**config.mk**
```make
export PLATFORM = sky130hd
export DESIGN_NAME = adc_sequencing_control
export DESIGN_NICKNAME = d
export VERILOG_FILES = /design/src/rtl/adc_ctrl_pkg.sv /design/src/rtl/comparator_settle_timer.sv /design/src/rtl/sar_engine.sv /design/src/rtl/adc_sequencing_control.sv
export SDC_FILE = /design/constraint.sdc
export NUM_CORES = 1
export LEC_CHECK = 0
export BUFFER_PORTS_ARGS = -buffer_cell sky130_fd_sc_hd__buf_2
export CAP_MARGIN = 10
export CELL_PAD_IN_SITES_DETAIL_PLACEMENT = 1
export CELL_PAD_IN_SITES_GLOBAL_PLACEMENT = 1
export CORE_MARGIN = 5
export CORE_UTILIZATION = 40
export CTS_CLUSTER_DIAMETER = 80
export CTS_CLUSTER_SIZE = 12
export DETAILED_ROUTE_END_ITERATION = 8
export GPL_TIMING_DRIVEN = 1
export PLACE_DENSITY = 0.77
export SKIP_CTS_REPAIR_TIMING = 1
export SLEW_MARGIN = 25
export SYNTH_ARGS = -nofsm -noshare
export SYNTH_HDL_FRONTEND = slang
export SYNTH_HIERARCHICAL = 1
export SYNTH_SLANG_ARGS = --single-unit
```
**constraint.sdc**
```tcl
create_clock -name sys_clk_in -period 3.4 [get_ports sys_clk_in]
set_input_delay 0.34 -clock sys_clk_in [delete_from_list [all_inputs] [get_ports sys_clk_in]]
set_output_delay 0.34 -clock sys_clk_in [all_outputs]
set_load 0.01 [all_outputs]
```
**src/rtl/adc_ctrl_pkg.sv**
```systemverilog
/*
  Shared constants for the converter sequencing control: register map,
  field positions, reset values and timing counts.
  Assumes a 100 MHz system clock and a 32-bit classic Wishbone bus.
*/
`default_nettype none

package adc_ctrl_pkg;

  //////////////////////////////////////////////////////////////////////////
  // Widths
  localparam int RESULT_W = 10;
  localparam int RESULT_HIGH_W = 8;
  localparam int CHAN_W = 2;
  localparam int ADR_W = 8;
  localparam int DAT_W = 32;
  localparam int SEL_W = 4;
  localparam int EVT_W = 2;

  //////////////////////////////////////////////////////////////////////////
  // Register byte offsets
  localparam logic [ADR_W-1:0] OFS_MODE = 8'h00;
  localparam logic [ADR_W-1:0] OFS_CHAN = 8'h04;
  localparam logic [ADR_W-1:0] OFS_RESULT = 8'h08;
  localparam logic [ADR_W-1:0] OFS_RESULT_HIGH = 8'h0c;
  localparam logic [ADR_W-1:0] OFS_STATUS = 8'h10;
  localparam logic [ADR_W-1:0] OFS_MASK = 8'h14;

  //////////////////////////////////////////////////////////////////////////
  // Field positions
  localparam int MODE_START_POS = 7;
  localparam int MODE_ENABLE_POS = 0;
  localparam int EVT_DONE_POS = 0;
  localparam int EVT_SUSPECT_POS = 1;
  localparam int STAT_BUSY_POS = 4;
  localparam int STAT_SETTLED_POS = 5;
  localparam int SEL_LOW_LANE = 0;

  //////////////////////////////////////////////////////////////////////////
  // Reset values
  localparam logic [CHAN_W-1:0] CHAN_RESET = 2'h0;
  localparam logic [RESULT_W-1:0] RESULT_RESET = 10'h000;
  localparam logic [EVT_W-1:0] EVT_RESET = 2'h0;
  localparam logic [DAT_W-1:0] DAT_ZERO = 32'h0000_0000;

  //////////////////////////////////////////////////////////////////////////
  // Timing
  localparam int CLK_PERIOD_NS = 10;
  localparam int SETTLE_TIME_NS = 1000;
  localparam int SETTLE_CYCLES = (SETTLE_TIME_NS + CLK_PERIOD_NS - 1) / CLK_PERIOD_NS;
  localparam int SETTLE_CNT_W = $clog2(SETTLE_CYCLES + 1);
  localparam int SAMPLE_CYCLES = 4;
  localparam int SAMPLE_CNT_W = $clog2(SAMPLE_CYCLES + 1);
  localparam int BIT_CNT_W = $clog2(RESULT_W + 1);

endpackage : adc_ctrl_pkg

`default_nettype wire

```
**src/rtl/comparator_settle_timer.sv**
```systemverilog
/*
  Counts the comparator settling time after the enable bit rises.
  Assumes the enable level comes from a register in the same clock domain.
*/
`default_nettype none

module comparator_settle_timer
  import adc_ctrl_pkg::*;
(
  input wire logic sys_clk_in,
  input wire logic rst_in,
  input wire logic ce_in,
  input wire logic enable_in,
  output logic settled_out
);

  logic [SETTLE_CNT_W-1:0] count;
  logic [SETTLE_CNT_W-1:0] next_count;

  //////////////////////////////////////////////////////////////////////////
  // Restart from zero whenever the comparator is off
  always_comb begin
    next_count = count;
    if (!enable_in) begin
      next_count = '0;
    end else if (count != SETTLE_CNT_W'(SETTLE_CYCLES)) begin
      next_count = count + SETTLE_CNT_W'(1);
    end
  end

  always_ff @(posedge sys_clk_in) begin
    if (rst_in) begin
      count <= '0;
    end else if (ce_in) begin
      count <= next_count;
    end
  end

  assign settled_out = (count == SETTLE_CNT_W'(SETTLE_CYCLES)); // Saturates, stays high

endmodule : comparator_settle_timer

`default_nettype wire

```
**src/rtl/sar_engine.sv**
```systemverilog
/*
  Successive-approximation sequencer: samples the chosen input, then
  resolves one bit per cycle against the external comparator.
  Assumes comp_in settles within the cycle on the trial code now on
  dac_code_out (high when the input is at or above the code).
*/
`default_nettype none

module sar_engine
  import adc_ctrl_pkg::*;
(
  input wire logic sys_clk_in,
  input wire logic rst_in,
  input wire logic ce_in,
  input wire logic start_in,
  input wire logic abort_in,
  input wire logic comp_in,
  output logic busy_out,
  output logic sample_out,
  output logic done_out,
  output logic [RESULT_W-1:0] dac_code_out,
  output logic [RESULT_W-1:0] result_out
);

  typedef enum logic [1:0] {ST_IDLE, ST_SAMPLE, ST_CONVERT} sar_state_t;

  sar_state_t state;
  sar_state_t next_state;
  logic [SAMPLE_CNT_W-1:0] samp_cnt;
  logic [SAMPLE_CNT_W-1:0] next_samp_cnt;
  logic [BIT_CNT_W-1:0] bit_idx;
  logic [BIT_CNT_W-1:0] next_bit_idx;
  logic [RESULT_W-1:0] code;
  logic [RESULT_W-1:0] next_code;
  logic next_done;
  logic [RESULT_W-1:0] next_result;

  //////////////////////////////////////////////////////////////////////////
  // Sequencer; abort drops a conversion without a completion pulse
  always_comb begin
    next_state = state;
    next_samp_cnt = samp_cnt;
    next_bit_idx = bit_idx;
    next_code = code;
    next_done = 1'b0;
    next_result = result_out;
    case (state)
      ST_IDLE: begin
        if (start_in && !abort_in) begin
          next_state = ST_SAMPLE;
          next_samp_cnt = '0;
        end
      end
      ST_SAMPLE: begin
        next_samp_cnt = samp_cnt + SAMPLE_CNT_W'(1);
        if (next_samp_cnt == SAMPLE_CNT_W'(SAMPLE_CYCLES)) begin
          next_state = ST_CONVERT;
          next_bit_idx = BIT_CNT_W'(RESULT_W - 1);
          next_code = '0;
          next_code[RESULT_W-1] = 1'b1; // First trial: mid scale
        end
      end
      ST_CONVERT: begin
        if (!comp_in) begin
          next_code[bit_idx] = 1'b0; // Trial too high, drop it
        end
        if (bit_idx == '0) begin
          next_state = ST_IDLE;
          next_done = 1'b1;
          next_result = next_code;
        end else begin
          next_bit_idx = bit_idx - BIT_CNT_W'(1);
          next_code[next_bit_idx] = 1'b1;
        end
      end
      default: begin
        next_state = ST_IDLE;
      end
    endcase
    if (abort_in) begin
      next_state = ST_IDLE;
      next_done = 1'b0;
      next_result = result_out;
    end
  end

  always_ff @(posedge sys_clk_in) begin
    if (rst_in) begin
      state <= ST_IDLE;
      samp_cnt <= '0;
      bit_idx <= '0;
      code <= RESULT_RESET;
      done_out <= 1'b0;
      result_out <= RESULT_RESET;
    end else if (ce_in) begin
      state <= next_state;
      samp_cnt <= next_samp_cnt;
      bit_idx <= next_bit_idx;
      code <= next_code;
      done_out <= next_done;
      result_out <= next_result;
    end
  end

  assign busy_out = (state != ST_IDLE);
  assign sample_out = (state == ST_SAMPLE);
  assign dac_code_out = code;

endmodule : sar_engine

`default_nettype wire

```
**src/rtl/adc_sequencing_control.sv**
```systemverilog
/*
  Digital control around a successive-approximation converter: mode and
  channel registers, result register, completion flag and interrupt,
  reached over a classic Wishbone slave.
  Assumes a synchronous comparator input, one 100 MHz clock and a
  synchronous active-high reset.

*/
// Decided for this implementation: the Wishbone interface to the registers and the placing of the registers.
`default_nettype none

module adc_sequencing_control
  import adc_ctrl_pkg::*;
(
  input wire logic sys_clk_in,
  input wire logic rst_in,
  input wire logic ce_in,
  input wire logic wb_cyc_in,
  input wire logic wb_stb_in,
  input wire logic wb_we_in,
  input wire logic [ADR_W-1:0] wb_adr_in,
  input wire logic [SEL_W-1:0] wb_sel_in,
  input wire logic [DAT_W-1:0] wb_dat_in,
  output logic [DAT_W-1:0] wb_dat_out,
  output logic wb_ack_out,
  input wire logic comp_in,
  output logic comparator_power_out,
  output logic sample_out,
  output logic [CHAN_W-1:0] analog_input_select_out,
  output logic [RESULT_W-1:0] dac_code_out,
  output logic conv_end_irq_out,
  output logic irq_out
);

  ////////////////////////////////////////////////////////////////////////////
  // Declarations
  logic conv_start_bit;
  logic next_conv_start_bit;
  logic comparator_enable_bit;
  logic next_comparator_enable_bit;
  logic [CHAN_W-1:0] channel_select_reg;
  logic [CHAN_W-1:0] next_channel_select_reg;
  logic [RESULT_W-1:0] conv_result_reg;
  logic [RESULT_W-1:0] next_conv_result_reg;
  logic [EVT_W-1:0] status;
  logic [EVT_W-1:0] next_status;
  logic [EVT_W-1:0] mask;
  logic [EVT_W-1:0] next_mask;
  logic pend_valid;
  logic next_pend_valid;
  logic [RESULT_W-1:0] pend_result;
  logic [RESULT_W-1:0] next_pend_result;
  logic first_pending;
  logic next_first_pending;
  logic first_suspect;
  logic next_first_suspect;
  logic next_conv_end_irq;
  logic next_ack;
  logic [DAT_W-1:0] next_dat;

  logic req;
  logic wr;
  logic rd_capture;
  logic wr_low;
  logic wr_mode;
  logic wr_cfg;
  logic rd_res;
  logic eng_busy;
  logic eng_done;
  logic eng_start;
  logic [RESULT_W-1:0] eng_result;
  logic settled;
  logic commit;
  logic [RESULT_W-1:0] commit_value;
  logic [EVT_W-1:0] evt_set;
  logic [EVT_W-1:0] evt_clr;

  ////////////////////////////////////////////////////////////////////////////
  // Bus decode: data captured on the request cycle, writes act on the ack edge
  assign req = wb_cyc_in && wb_stb_in;
  assign rd_capture = req && !wb_ack_out && !wb_we_in;
  assign wr = req && wb_ack_out && wb_we_in;
  assign wr_low = wr && wb_sel_in[SEL_LOW_LANE];
  assign wr_mode = wr_low && (wb_adr_in == OFS_MODE);
  assign wr_cfg = wr_low && ((wb_adr_in == OFS_MODE) || (wb_adr_in == OFS_CHAN));
  assign rd_res = rd_capture && ((wb_adr_in == OFS_RESULT) || (wb_adr_in == OFS_RESULT_HIGH));

  ////////////////////////////////////////////////////////////////////////////
  // Comparator settling and the conversion engine
  comparator_settle_timer u_settle (
    .sys_clk_in (sys_clk_in),
    .rst_in (rst_in),
    .ce_in (ce_in),
    .enable_in (comparator_enable_bit),
    .settled_out (settled)
  );

  // Restart right after each completion while start stays set
  assign eng_start = conv_start_bit && !eng_busy && !wr_cfg;

  sar_engine u_sar (
    .sys_clk_in (sys_clk_in),
    .rst_in (rst_in),
    .ce_in (ce_in),
    .start_in (eng_start),
    .abort_in (wr_cfg),
    .comp_in (comp_in),
    .busy_out (eng_busy),
    .sample_out (sample_out),
    .done_out (eng_done),
    .dac_code_out (dac_code_out),
    .result_out (eng_result)
  );

  // Idle with start clear powers the comparator only while the enable bit is set
  assign comparator_power_out = comparator_enable_bit || conv_start_bit;
  assign analog_input_select_out = channel_select_reg;

  ////////////////////////////////////////////////////////////////////////////
  // Completion arbitration against register traffic
  always_comb begin
    commit = 1'b0;
    commit_value = eng_result;
    next_pend_valid = 1'b0;
    next_pend_result = pend_result;
    if (pend_valid) begin
      commit = 1'b1; // Deferred result lands one cycle after the read
      commit_value = pend_result;
    end else if (eng_done && !wr_cfg) begin
      if (rd_res) begin
        next_pend_valid = 1'b1;
        next_pend_result = eng_result;
      end else begin
        commit = 1'b1;
      end
    end
  end

  always_ff @(posedge sys_clk_in) begin
    if (rst_in) begin
      pend_valid <= 1'b0;
      pend_result <= RESULT_RESET;
    end else if (ce_in) begin
      pend_valid <= next_pend_valid;
      pend_result <= next_pend_result;
    end
  end

  ////////////////////////////////////////////////////////////////////////////
  // Control registers and first-result tracking
  always_comb begin
    next_conv_start_bit = conv_start_bit;
    next_comparator_enable_bit = comparator_enable_bit;
    next_channel_select_reg = channel_select_reg;
    next_mask = mask;
    next_first_pending = first_pending;
    next_first_suspect = first_suspect;
    next_conv_result_reg = conv_result_reg;
    if (commit) begin
      next_conv_result_reg = commit_value;
      next_first_pending = 1'b0;
    end
    if (wr_mode) begin
      next_conv_start_bit = wb_dat_in[MODE_START_POS];
      next_comparator_enable_bit = wb_dat_in[MODE_ENABLE_POS];
      // A fresh start judges its first result by the comparator's state now
      if (wb_dat_in[MODE_START_POS] && !conv_start_bit) begin
        next_first_pending = 1'b1;
        next_first_suspect = !settled || !comparator_enable_bit;
      end
    end
    // Old result is left as is; software must not trust it after this write
    if (wr_low && (wb_adr_in == OFS_CHAN)) begin
      next_channel_select_reg = wb_dat_in[CHAN_W-1:0];
    end
    if (wr_low && (wb_adr_in == OFS_MASK)) begin
      next_mask = wb_dat_in[EVT_W-1:0];
    end
  end

  always_ff @(posedge sys_clk_in) begin
    if (rst_in) begin
      conv_start_bit <= 1'b0;
      comparator_enable_bit <= 1'b0;
      channel_select_reg <= CHAN_RESET;
      mask <= EVT_RESET;
      first_pending <= 1'b0;
      first_suspect <= 1'b0;
      conv_result_reg <= RESULT_RESET;
    end else if (ce_in) begin
      conv_start_bit <= next_conv_start_bit;
      comparator_enable_bit <= next_comparator_enable_bit;
      channel_select_reg <= next_channel_select_reg;
      mask <= next_mask;
      first_pending <= next_first_pending;
      first_suspect <= next_first_suspect;
      conv_result_reg <= next_conv_result_reg;
    end
  end

  ////////////////////////////////////////////////////////////////////////////
  // Sticky events: set wins over a write-one clear in the same cycle
  always_comb begin
    evt_set = EVT_RESET;
    evt_set[EVT_DONE_POS] = commit;
    evt_set[EVT_SUSPECT_POS] = commit && first_pending && first_suspect;
    evt_clr = EVT_RESET;
    // Only the status register clears; a channel write leaves the flag alone
    if (wr_low && (wb_adr_in == OFS_STATUS)) begin
      evt_clr = wb_dat_in[EVT_W-1:0];
    end
    next_status = (status & ~evt_clr) | evt_set;
    next_conv_end_irq = commit;
  end

  always_ff @(posedge sys_clk_in) begin
    if (rst_in) begin
      status <= EVT_RESET;
      conv_end_irq_out <= 1'b0;
    end else if (ce_in) begin
      status <= next_status;
      conv_end_irq_out <= next_conv_end_irq;
    end
  end

  assign irq_out = |(status & mask);

  ////////////////////////////////////////////////////////////////////////////
  // Read mux and ack; unmapped addresses ack with zero data
  always_comb begin
    next_ack = req && !wb_ack_out;
    next_dat = DAT_ZERO;
    if (rd_capture) begin
      case (wb_adr_in)
        OFS_MODE: begin
          next_dat[MODE_START_POS] = conv_start_bit;
          next_dat[MODE_ENABLE_POS] = comparator_enable_bit;
        end
        OFS_CHAN: begin
          next_dat[CHAN_W-1:0] = channel_select_reg;
        end
        OFS_RESULT: begin
          next_dat[RESULT_W-1:0] = conv_result_reg;
        end
        OFS_RESULT_HIGH: begin
          next_dat[RESULT_HIGH_W-1:0] = conv_result_reg[RESULT_W-1 -: RESULT_HIGH_W];
        end
        OFS_STATUS: begin
          next_dat[EVT_W-1:0] = status;
          next_dat[STAT_BUSY_POS] = eng_busy;
          next_dat[STAT_SETTLED_POS] = settled;
        end
        OFS_MASK: begin
          next_dat[EVT_W-1:0] = mask;
        end
        default: begin
          next_dat = DAT_ZERO;
        end
      endcase
    end else if (wb_ack_out) begin
      next_dat = DAT_ZERO;
    end else begin
      next_dat = wb_dat_out;
    end
  end

  always_ff @(posedge sys_clk_in) begin
    if (rst_in) begin
      wb_ack_out <= 1'b0;
      wb_dat_out <= DAT_ZERO;
    end else if (ce_in) begin
      wb_ack_out <= next_ack;
      wb_dat_out <= next_dat;
    end
  end

endmodule : adc_sequencing_control

`default_nettype wire

```
# Word-level counts from Yosys, hierarchy flattened
# Cells that the tools add are included.
# word_totals
mem_bits_rw,0
n_memories,0
output_inout_bits,49
mem_bits_ro,0
inputBits,51
latchBits,0
ff_bits,102
# op_classes
muxes,44
n_shift,0
n_eq_ne,17
div_mod_pow,0
n_lt_le_gt_ge,4
n_addsub,3
n_reduce_logical,53
mul,0
n_bitwise,9
# op_table
operator,count
$mux W32,2
$mux W10,5
$logic_and A1 B1 Y1,21
$pmux W10 S2,1
$eq A8 B4 Y1 const B,2
$eq A8 B5 Y1 const B,2
$reduce_and A4 Y1,4
$mux W1,14
$mux W7,2
$mux W2,6
$pmux W2 S3,2
$reduce_and A2 Y1,6
$and A10 B10 Y10,1
$lt A4 B5 Y1 const B,2
$not A10 Y10,1
$or A10 B10 Y10,1
$reduce_and A3 Y1,3
$demux W1 S4,2
$eq A8 B3 Y1 const B,1
$ge A4 B1 Y1 const B,2
$logic_not A8 Y1,1
$mux W4,2
$pmux W4 S2,1
$reduce_bool A2 Y1,4
28 further kinds,42

# Longest topological paths before layout
# Gate-level depths: netlist (run 1).
# depth
depth_word,12
mapped_depth,8
depth_no_buf,8

# Modules after synthesis
# The synthesis (run 1) kept the hierarchy.
# by_module_without_submodules
module,cells_each,seq_area_each_um2,area_per_inst_um2,n_inst
adc_sequencing_control,257,860.8,2363.5,1
sar_engine,200,600.6,1590.3,1
comparator_settle_timer,48,140.1,419.2,1

# Worst setup path before layout (run 1)
# No wires, ideal clock.
# synth_path
path_type,input-to-reg
from,input wb_adr_in[5]
to,register u_sar.samp_cnt[0]
t_arrival_ns,2.595
path_buffers,1
required_time_ns,3.272
stages,8
path_slack_ns,0.678
cell_sequence,or4_1 > buf_4 > nor4_1 > nor3b_1 > and3_1 > o21ai_0 > mux2i_1 > nor2_1
# synth_via
elab_chain_cells,8
word_cells_on_any_way,9
# synth_rtl
item,line_no,rtl
start: declaration,adc_sequencing_control.sv:21,"input wire logic [ADR_W-1:0] wb_adr_in,"
$eq A8 B3 Y1 / $logic_not A8 Y1 (equally long branches),adc_sequencing_control.sv:85,assign wr_cfg = wr_low && ((wb_adr_in == OFS_MODE) || (wb_adr_in == OFS_CHAN));
$logic_or A1 B1 Y1 (*),adc_sequencing_control.sv:85,
$logic_and A1 B1 Y1 (*),adc_sequencing_control.sv:85,
net wr_cfg,adc_sequencing_control.sv:66,logic wr_cfg;
$logic_not A1 Y1 (*),adc_sequencing_control.sv:99,assign eng_start = conv_start_bit && !eng_busy && !wr_cfg;
$logic_and A1 B1 Y1 (*),adc_sequencing_control.sv:99,
net eng_start,adc_sequencing_control.sv:70,logic eng_start;
$logic_and A1 B1 Y1 (*),sar_engine.sv:49,if (start_in && !abort_in) begin
$ne A2 B1 Y1 (no source line) (*),--,
$reduce_and A3 Y1 (no source line) (*),--,
end signal: assignment,sar_engine.sv:97,samp_cnt <= next_samp_cnt;
end: declaration,sar_engine.sv:29,logic [SAMPLE_CNT_W-1:0] samp_cnt;
# Mark *: on every way through the listed nets, which the timed path passes. The rest lies on a longest branch.
# A chain may end at the register's enable or synchronous reset.

# Worst setup path in the final report (run 1)
# layout_path
from,register u_sar.bit_idx[0]
to,register u_sar.result_out[2]
# layout_via
elab_chain_cells,8
word_cells_on_any_way,11
# layout_rtl
item,line_no,rtl
start: declaration,sar_engine.sv:31,logic [BIT_CNT_W-1:0] bit_idx;
start signal: assignment,sar_engine.sv:98,bit_idx <= next_bit_idx;
$lt A4 B5 Y1 (implied by the code) / $ge A4 B1 Y1 (equally long branches),sar_engine.sv:65,next_code[bit_idx] = 1'b0;
$logic_and A1 B1 Y1 (implied by the code),sar_engine.sv:65,
$mux W1 (implied by the code),sar_engine.sv:65,
$demux W1 S4,--,
$not A10 Y10 (no source line),--,
$and A10 B10 Y10 (no source line),--,
$mux W10,sar_engine.sv:64,if (!comp_in) begin
$mux W10,sar_engine.sv:47,case (state)
end signal: assignment,sar_engine.sv:101,result_out <= next_result;
end: declaration,sar_engine.sv:22,output logic [RESULT_W-1:0] result_out
# Parallel ways exist; a longest one is shown, timed or not. The select of a mux whose other input is x is not followed.

==> impl_results.md, run 1 <==
- Status: finished clean
- Critical Path End: u_sar/result_out[2]
- Cell total after placement: 668
- Period utilization: 0.761
- Drt wl/cell: 16.9 µm
- Worst Skew: 0.00725 ns
- Syn avg cell area: 8.66 µm²
- IO Pins: 100
- Top cell type by total area after synthesis: dfxtp_1
- Syn-to-layout area delta: 10.1%
- Post-synth top area share: 0.366
- Register area share after synthesis: 0.366
- Synth top area cells: dfxtp_1 37%, a21oi_1 6.5%, mux2i_1 4.8%
- Row Count: 38
- Die H: 115 µm
- # DRC: 0
- Critical path cell sequence: inv_1 -> ha_1 -> or3b_1 -> nor3_2 -> nand3_1 -> a21oi_1
- Core area: 10800 µm²
- Total Neg Setup Slack: 0 ns
- Worst-path maximum fanout: 12
- Yosys cell types: 70
- FF+latch count, synth: 80
- Total congestion overflow: 0
- RSZ-0062 raised after global routing: no
- CTS clk-pin slew, worst paths: 0.09 ns
- Worst rel slew slack: 0.406
- Vias per inst: 5.62
- Initial DRT Pass Iterations: 5
- Final net count: 602
- CTS root buf: clkbuf_8
- CP Launch Type: flip-flop
- Min-Delay Path Class: input port to flip-flop
- Final total power: 0.00178 W
- Layout cell share with drive strength beyond 1: 0.180
- Initial Util: 0.405
- Total Die Area: 13100 µm²
- GPL Wtd Cong: 0.800
- Static leakage: 1.72 nW
- Finish-stage setup viols: 0
- Die extent in x: 115 µm
- Post-Layout Inst Area: 4810 µm²
- Synthesized area: 4370 µm²
- Fin crit period: 2.59 ns
- Total CTS buffers: 9
- Reg2reg start: u_sar/bit_idx[0]
- Initial antenna violation count: 0
- Max incr delay on CP: 0.66 ns
- Bufs on Longest Clock Path: 2
- Largest net degree at the start of global routing: 65
- H-tree depth: 3
- Max VDD drop: 222 µV
- Pwr Density: 371 nW/µm²
- Worst Setup SP: u_sar/bit_idx[0]
- I/O Buffers: 45
- Post-synth top flop: dfxtp_1
- Fin cells: 684
- Crit Path Category: flip-flop to flip-flop
- Max cap viols: 0
- Fraction of registers with async set/reset: 0
- Iter 0 DRT Violations: 239
- Via count: 3847
- Clk sink count: 80
- Diodes inserted: 0
- Warnings from Yosys: 6
- Setup slack, reg-to-reg: 0.81 ns
- Final WL: 11500 µm
- Fin. Hold Viols: 0
- Tot GR Track Use: 0.180
- CP endpoint kind: flip-flop
- Worst Tran Pin Value: 0.879 ns
- R2R depth: 6
- Utilization of the core after routing: 0.446
- Worst r2r dst: u_sar/result_out[2]
- Post-synth EDFFs: 0
- WP data arrival: 2.87 ns
- Max Slew Vio Count: 0
- Achievable Freq: 386 MHz
- Vias in the first global route: 3915
- CTS tree: yes
- Syn Inst Count: 505
- WP data required: 3.68 ns
- DRT antenna net count: 0
- Final HPWL DP: 8420 µm
- Slowest-stage cell, CP: nor3_2
- First-pass GRT wire length: 19300 µm
- Placed Area: 4600 µm²
- Worst-Skew Late Latency: 0.35 ns
-- critical path: cells and delay by family (launching register included) --
family | cells | cell delay, ns
AOI/OAI and AO/OA | 1 | 0.19
adders and majority gates | 1 | 0.40
DFF | 1 | 0.38
buffers and inverters | 1 | 0.13
and+or+nand+nor | 3 | 1.43
-- routing by layer --
metal / GRT usage / routed length, µm
met5: 0 / 0
met2: 0.296 / 5440
met4: 0.0657 / 156
met1: 0.235 / 5330
met3: 0.0338 / 620
-- cell usage after synthesis, types with 5 or more instances --
library cell / n
mux2_2: 6
nor3_1: 6
nor2_1: 33
o21ai_1: 10
mux2i_1: 21
or4_1: 8
inv_1: 22
nor2b_1: 5
dfxtp_1: 80
nand2_1: 40
o21ai_0: 13
a21oi_1: 57
nor4_1: 5
a311oi_2: 10
buf_4: 24
ha_1: 12
nand2b_1: 8
a31oi_1: 6
clkbuf_1: 16
a22oi_1: 5
nand3_1: 23
-- power by group --
part	leakage [nW]	internal, W	total, W	switching [W]
combinational	0.971	0.0000227	0.0000892	0.0000666
sequential	0.644	0.000936	0.000937	0.000000972
clock	0.103	0.000385	0.000757	0.000373
-- how the worst min path moves through the flow --
stage	from	endpoint	slack, ns	depth (start not counted)
2_1_floorplan	rst_in	u_settle/count[5]	0.41	1
3_3_place_gp	wb_dat_out[9]	wb_dat_out[9]	0.44	2
3_5_place_dp	wb_dat_out[9]	wb_dat_out[9]	0.45	2
4_1_cts	wb_dat_in[1]	mask[1]	0.25	3
5_1_grt	wb_dat_in[1]	mask[1]	0.26	3
6_report	wb_dat_in[1]	mask[1]	0.26	3
-- kinds of logic after synthesis --
group / after synthesis / synth area share
compound gates: 147 / 0.235
mux: 27 / 0.0635
xor+xnor: 1 / 0.00200
flops: 80 / 0.366
buf+inv: 71 / 0.0896
fa+ha+maj: 12 / 0.0343
simple gates: 166 / 0.209
other cells: 1 / 0.000858
-- placed cells by master, fill, tap and decap left out, types with 10 or more instances in the layout --
cell,synthesis,final
dfxtp_1,80,80
a21oi_1,57,57
buf_2,4,44
nand2_1,40,40
nor2_1,33,33
nand3_1,23,23
inv_1,22,22
conb_1,1,22
mux2i_1,21,21
o21ai_0,13,13
ha_1,12,12
clkbuf_8,0,11
a311oi_2,10,10
o21ai_1,10,10
-- layout make-up --
type	count	area (µm²)
Clock buffer	11	151
Clock inverter	5	62.6
Fill cell	1316	5980
Inverter	22	82.6
Multi-Input combinational cell	375	2470
Sequential cell	80	1600
Tap cell	140	175
Timing Repair Buffer	51	273
-- metrics by stage --
| stage | setup slack [ns] | hold slack (ns) |
|---|---|---|
| after floorplan | 0.678 | 0.409 |
| after global placement | 0.489 | 0.437 |
| after detailed placement | 0.461 | 0.449 |
| after CTS | 0.829 | 0.248 |
| after global routing | 0.546 | 0.262 |
| final | 0.812 | 0.262 |
(Power assumes the default switching activity.)
==> run 2, diff against run 1 <==
--- a/config.mk
+++ b/config.mk
@@ -5,17 +5,18 @@
 export SDC_FILE = /design/constraint.sdc
 export NUM_CORES = 1
 export LEC_CHECK = 0
+export ABC_AREA = 1
 export BUFFER_PORTS_ARGS = -buffer_cell sky130_fd_sc_hd__buf_2
 export CAP_MARGIN = 10
 export CELL_PAD_IN_SITES_DETAIL_PLACEMENT = 1
 export CELL_PAD_IN_SITES_GLOBAL_PLACEMENT = 1
 export CORE_MARGIN = 5
-export CORE_UTILIZATION = 40
+export CORE_UTILIZATION = 35
 export CTS_CLUSTER_DIAMETER = 80
 export CTS_CLUSTER_SIZE = 12
 export DETAILED_ROUTE_END_ITERATION = 8
 export GPL_TIMING_DRIVEN = 1
-export PLACE_DENSITY = 0.77
+export PLACE_DENSITY = 0.74
 export SKIP_CTS_REPAIR_TIMING = 1
 export SLEW_MARGIN = 25
 export SYNTH_ARGS = -nofsm -noshare
==> constraint.sdc (replaced) <==
create_clock -name sys_clk_in -period 2.2 [get_ports sys_clk_in]
set_input_delay 0.22 -clock sys_clk_in [delete_from_list [all_inputs] [get_ports sys_clk_in]]
set_output_delay 0.22 -clock sys_clk_in [all_outputs]
set_load 0.01 [all_outputs]
==> run 2 against run 1 <==
Against the previous run: routed wire length rose by 6.4%; setup slack got worse by 0.43 ns; combinational power rose by 82%; power is 86% higher; synthesized cell count grew 31%; worst hold slack worse by 0.11 ns; via count up 10%; die area up 16%; highest routed layer unchanged; clock power is 120% higher; sequential cell count unchanged; sequential share of layout area fell by 1.9 points.
==> impl_results.md, run 2 <==
- FF+latch count, synth: 80
- Worst-Skew Late Latency: 0.34 ns
- Iter 0 DRT Violations: 186
- Row Count: 41
- Synthesized area: 4490 µm²
- Total Neg Setup Slack: 0 ns
- Fin. Hold Viols: 0
- Tot GR Track Use: 0.173
- Most frequent cells in the layout: 177 x nand2_1, 80 x dfxtp_1, 60 x nor2_1
- Synth top area cells: dfxtp_1 36%, nand2_1 15%, nand3_1 6.0%
- Status: finished clean
- Final net count: 766
- Combinational power share: 0.049
- Layout cell share with drive strength beyond 1: 0.184
- Max Slew Vio Count: 0
- Placed Area: 4770 µm²
- Diodes inserted: 0
- Core area: 12600 µm²
- Clock share of power: 0.512
- Int Pwr: 0.00256 W
- Static leakage: 2.34 nW
- Crit Path Category: flip-flop to flip-flop
- Largest net degree at the start of global routing: 25
- First-pass GRT wire length: 20900 µm
- Switching Share: 0.228
- Register area share after synthesis: 0.357
- CTS tree: yes
- IO Pins: 100
- Die H: 123 µm
- Yosys cell types: 34
- Worst-path maximum fanout: 20
- Largest family of logic cells by synthesized area: simple AND/OR/NAND/NOR gates
- Vias per inst: 4.83
- Pwr Density: 648 nW/µm²
- Post-synth top flop: dfxtp_1
- Total CTS buffers: 9
- # DRC: 0
- Syn avg cell area: 6.79 µm²
- Synth Area in Simple Gates: 0.355
- Via count: 4248
- Drt wl/cell: 14.0 µm
- Post-synthesis xor/xnor area fraction: 0
- RSZ-0062 raised after global routing: no
- CTS root buf: clkbuf_16
- Fraction of registers with async set/reset: 0
- Worst Skew: 0.00530 ns
- Initial antenna violation count: 0
- Total Die Area: 15200 µm²
- H-tree depth: 3
- Sw power: 0.000754 W
- Min-Delay Path Class: input port to flip-flop
- Post-synth top area share: 0.357
- Initial Util: 0.356
- WP data arrival: 2.06 ns
- Syn-to-layout area delta: 13.8%
- Post-Layout Inst Area: 5110 µm²
- Warnings from Yosys: 6
- GPL Wtd Cong: 0.802
- Bufs on Longest Clock Path: 2
- Total congestion overflow: 0
- Die extent in x: 123 µm
- Max cap viols: 0
- Commonest non-fill, non-tap cell in the layout: nand2_1
- Post-synthesis mux area share: 0
- Final HPWL DP: 9330 µm
- Post-synth EDFFs: 0
- Clk sink count: 80
- Final WL: 12300 µm
- Worst rel slew slack: 0.586
- Post-synthesis adder-cell area fraction: 0.0334
- CP endpoint kind: flip-flop
- WP data required: 2.44 ns
- Finish-stage setup viols: 0
- Max VDD drop: 317 µV
- Compound-Gate Fraction of Synth Area: 0.135
- Top cell type by total area after synthesis: dfxtp_1
- CTS clk-pin slew, worst paths: 0.06 ns
- Syn Inst Count: 662
- Initial DRT Pass Iterations: 4
- Top-count cell post-synth: nand2_1
- Achievable Freq: 550 MHz
- DRT antenna net count: 0
- Reg power frac: 0.439
- Ranking of synthesized cells by instance count: 177 x nand2_1, 80 x dfxtp_1, 60 x nor2_1, 58 x inv_1, 54 x nand3_1
- Worst Tran Pin Value: 0.620 ns
- Vias in the first global route: 4416
- I/O Buffers: 45
- Period utilization: 0.826
- CP Launch Type: flip-flop
- Fin crit period: 1.82 ns
==> run 2: layer usage <==
layer | up-vias | GRT usage | wire [µm]
met5 | - | 0 | 0
met4 | 0 | 0.0706 | 240
met3 | 21 | 0.0348 | 490
met2 | 77 | 0.306 | 6090
met1 | 1995 | 0.204 | 5470
li1 | 2155 | - | -
==> run 2: cell families after synthesis <==
kind of cell / Yosys count
adder cells (fa/ha/maj): 12
other: 1
AO/OA/AOI/OAI: 111
flip-flops: 80
buffers and inverters: 111
AND/OR/NAND/NOR: 347
==> run 2: layout make-up <==
class / instances / area [µm²]
flip-flops and latches: 80 / 1600
inverters: 71 / 267
clock buffers: 11 / 253
clock inverters: 5 / 87.6
well taps: 172 / 215
multi-input cells: 492 / 2430
fillers: 1676 / 7510
repair buffers: 49 / 255
==> run 2: path summary, 6_finish.rpt <==
| check | start | end | slack [ns] | cells after the start |
|---|---|---|---|---|
| worst max-delay path | u_sar/bit_idx[0] | u_sar/result_out[4] | 0.38 | 9 |
| worst min-delay path | wb_dat_in[7] | conv_start_bit | 0.15 | 3 |
| worst max register to register | u_sar/bit_idx[0] | u_sar/result_out[4] | 0.38 | 9 |
| worst min register to register | wb_dat_out[5] | wb_dat_out[5] | 0.46 | 2 |
==> run 2: stage by stage <==
stage          setup slack [ns]  power (W)  instances  hold slack [ns]  utilization
5_1_grt                   0.153    0.00345        880            0.168        0.405
3_3_place_gp              0.414    0.00164        864            0.440        0.378
3_5_place_dp              0.366    0.00165        864            0.451        0.378
6_report                  0.383    0.00331        880            0.150        0.405
4_1_cts                   0.358    0.00336        880            0.134        0.405
2_1_floorplan             0.745    0.00162        683            0.289            -
==> run 2: power groups by stage <==
stage | logic, W | registers [W] | clock network (W)
2_1_floorplan | 0.000136 | 0.00149 | 0
3_3_place_gp | 0.000156 | 0.00149 | 0
3_5_place_dp | 0.000160 | 0.00149 | 0
4_1_cts | 0.000162 | 0.00145 | 0.00175
5_1_grt | 0.000182 | 0.00145 | 0.00181
6_report | 0.000162 | 0.00145 | 0.00170
==> run 2: worst max-delay path: stages, from the launching register on <==
cell and delay, ns:
dfxtp_1 0.36, inv_1 0.11, ha_1 0.32, nand2_2 0.14
nor2_1 0.14, nand4_1 0.15, inv_2 0.28, nand2_1 0.09
nand2_1 0.07, nor2_1 0.05
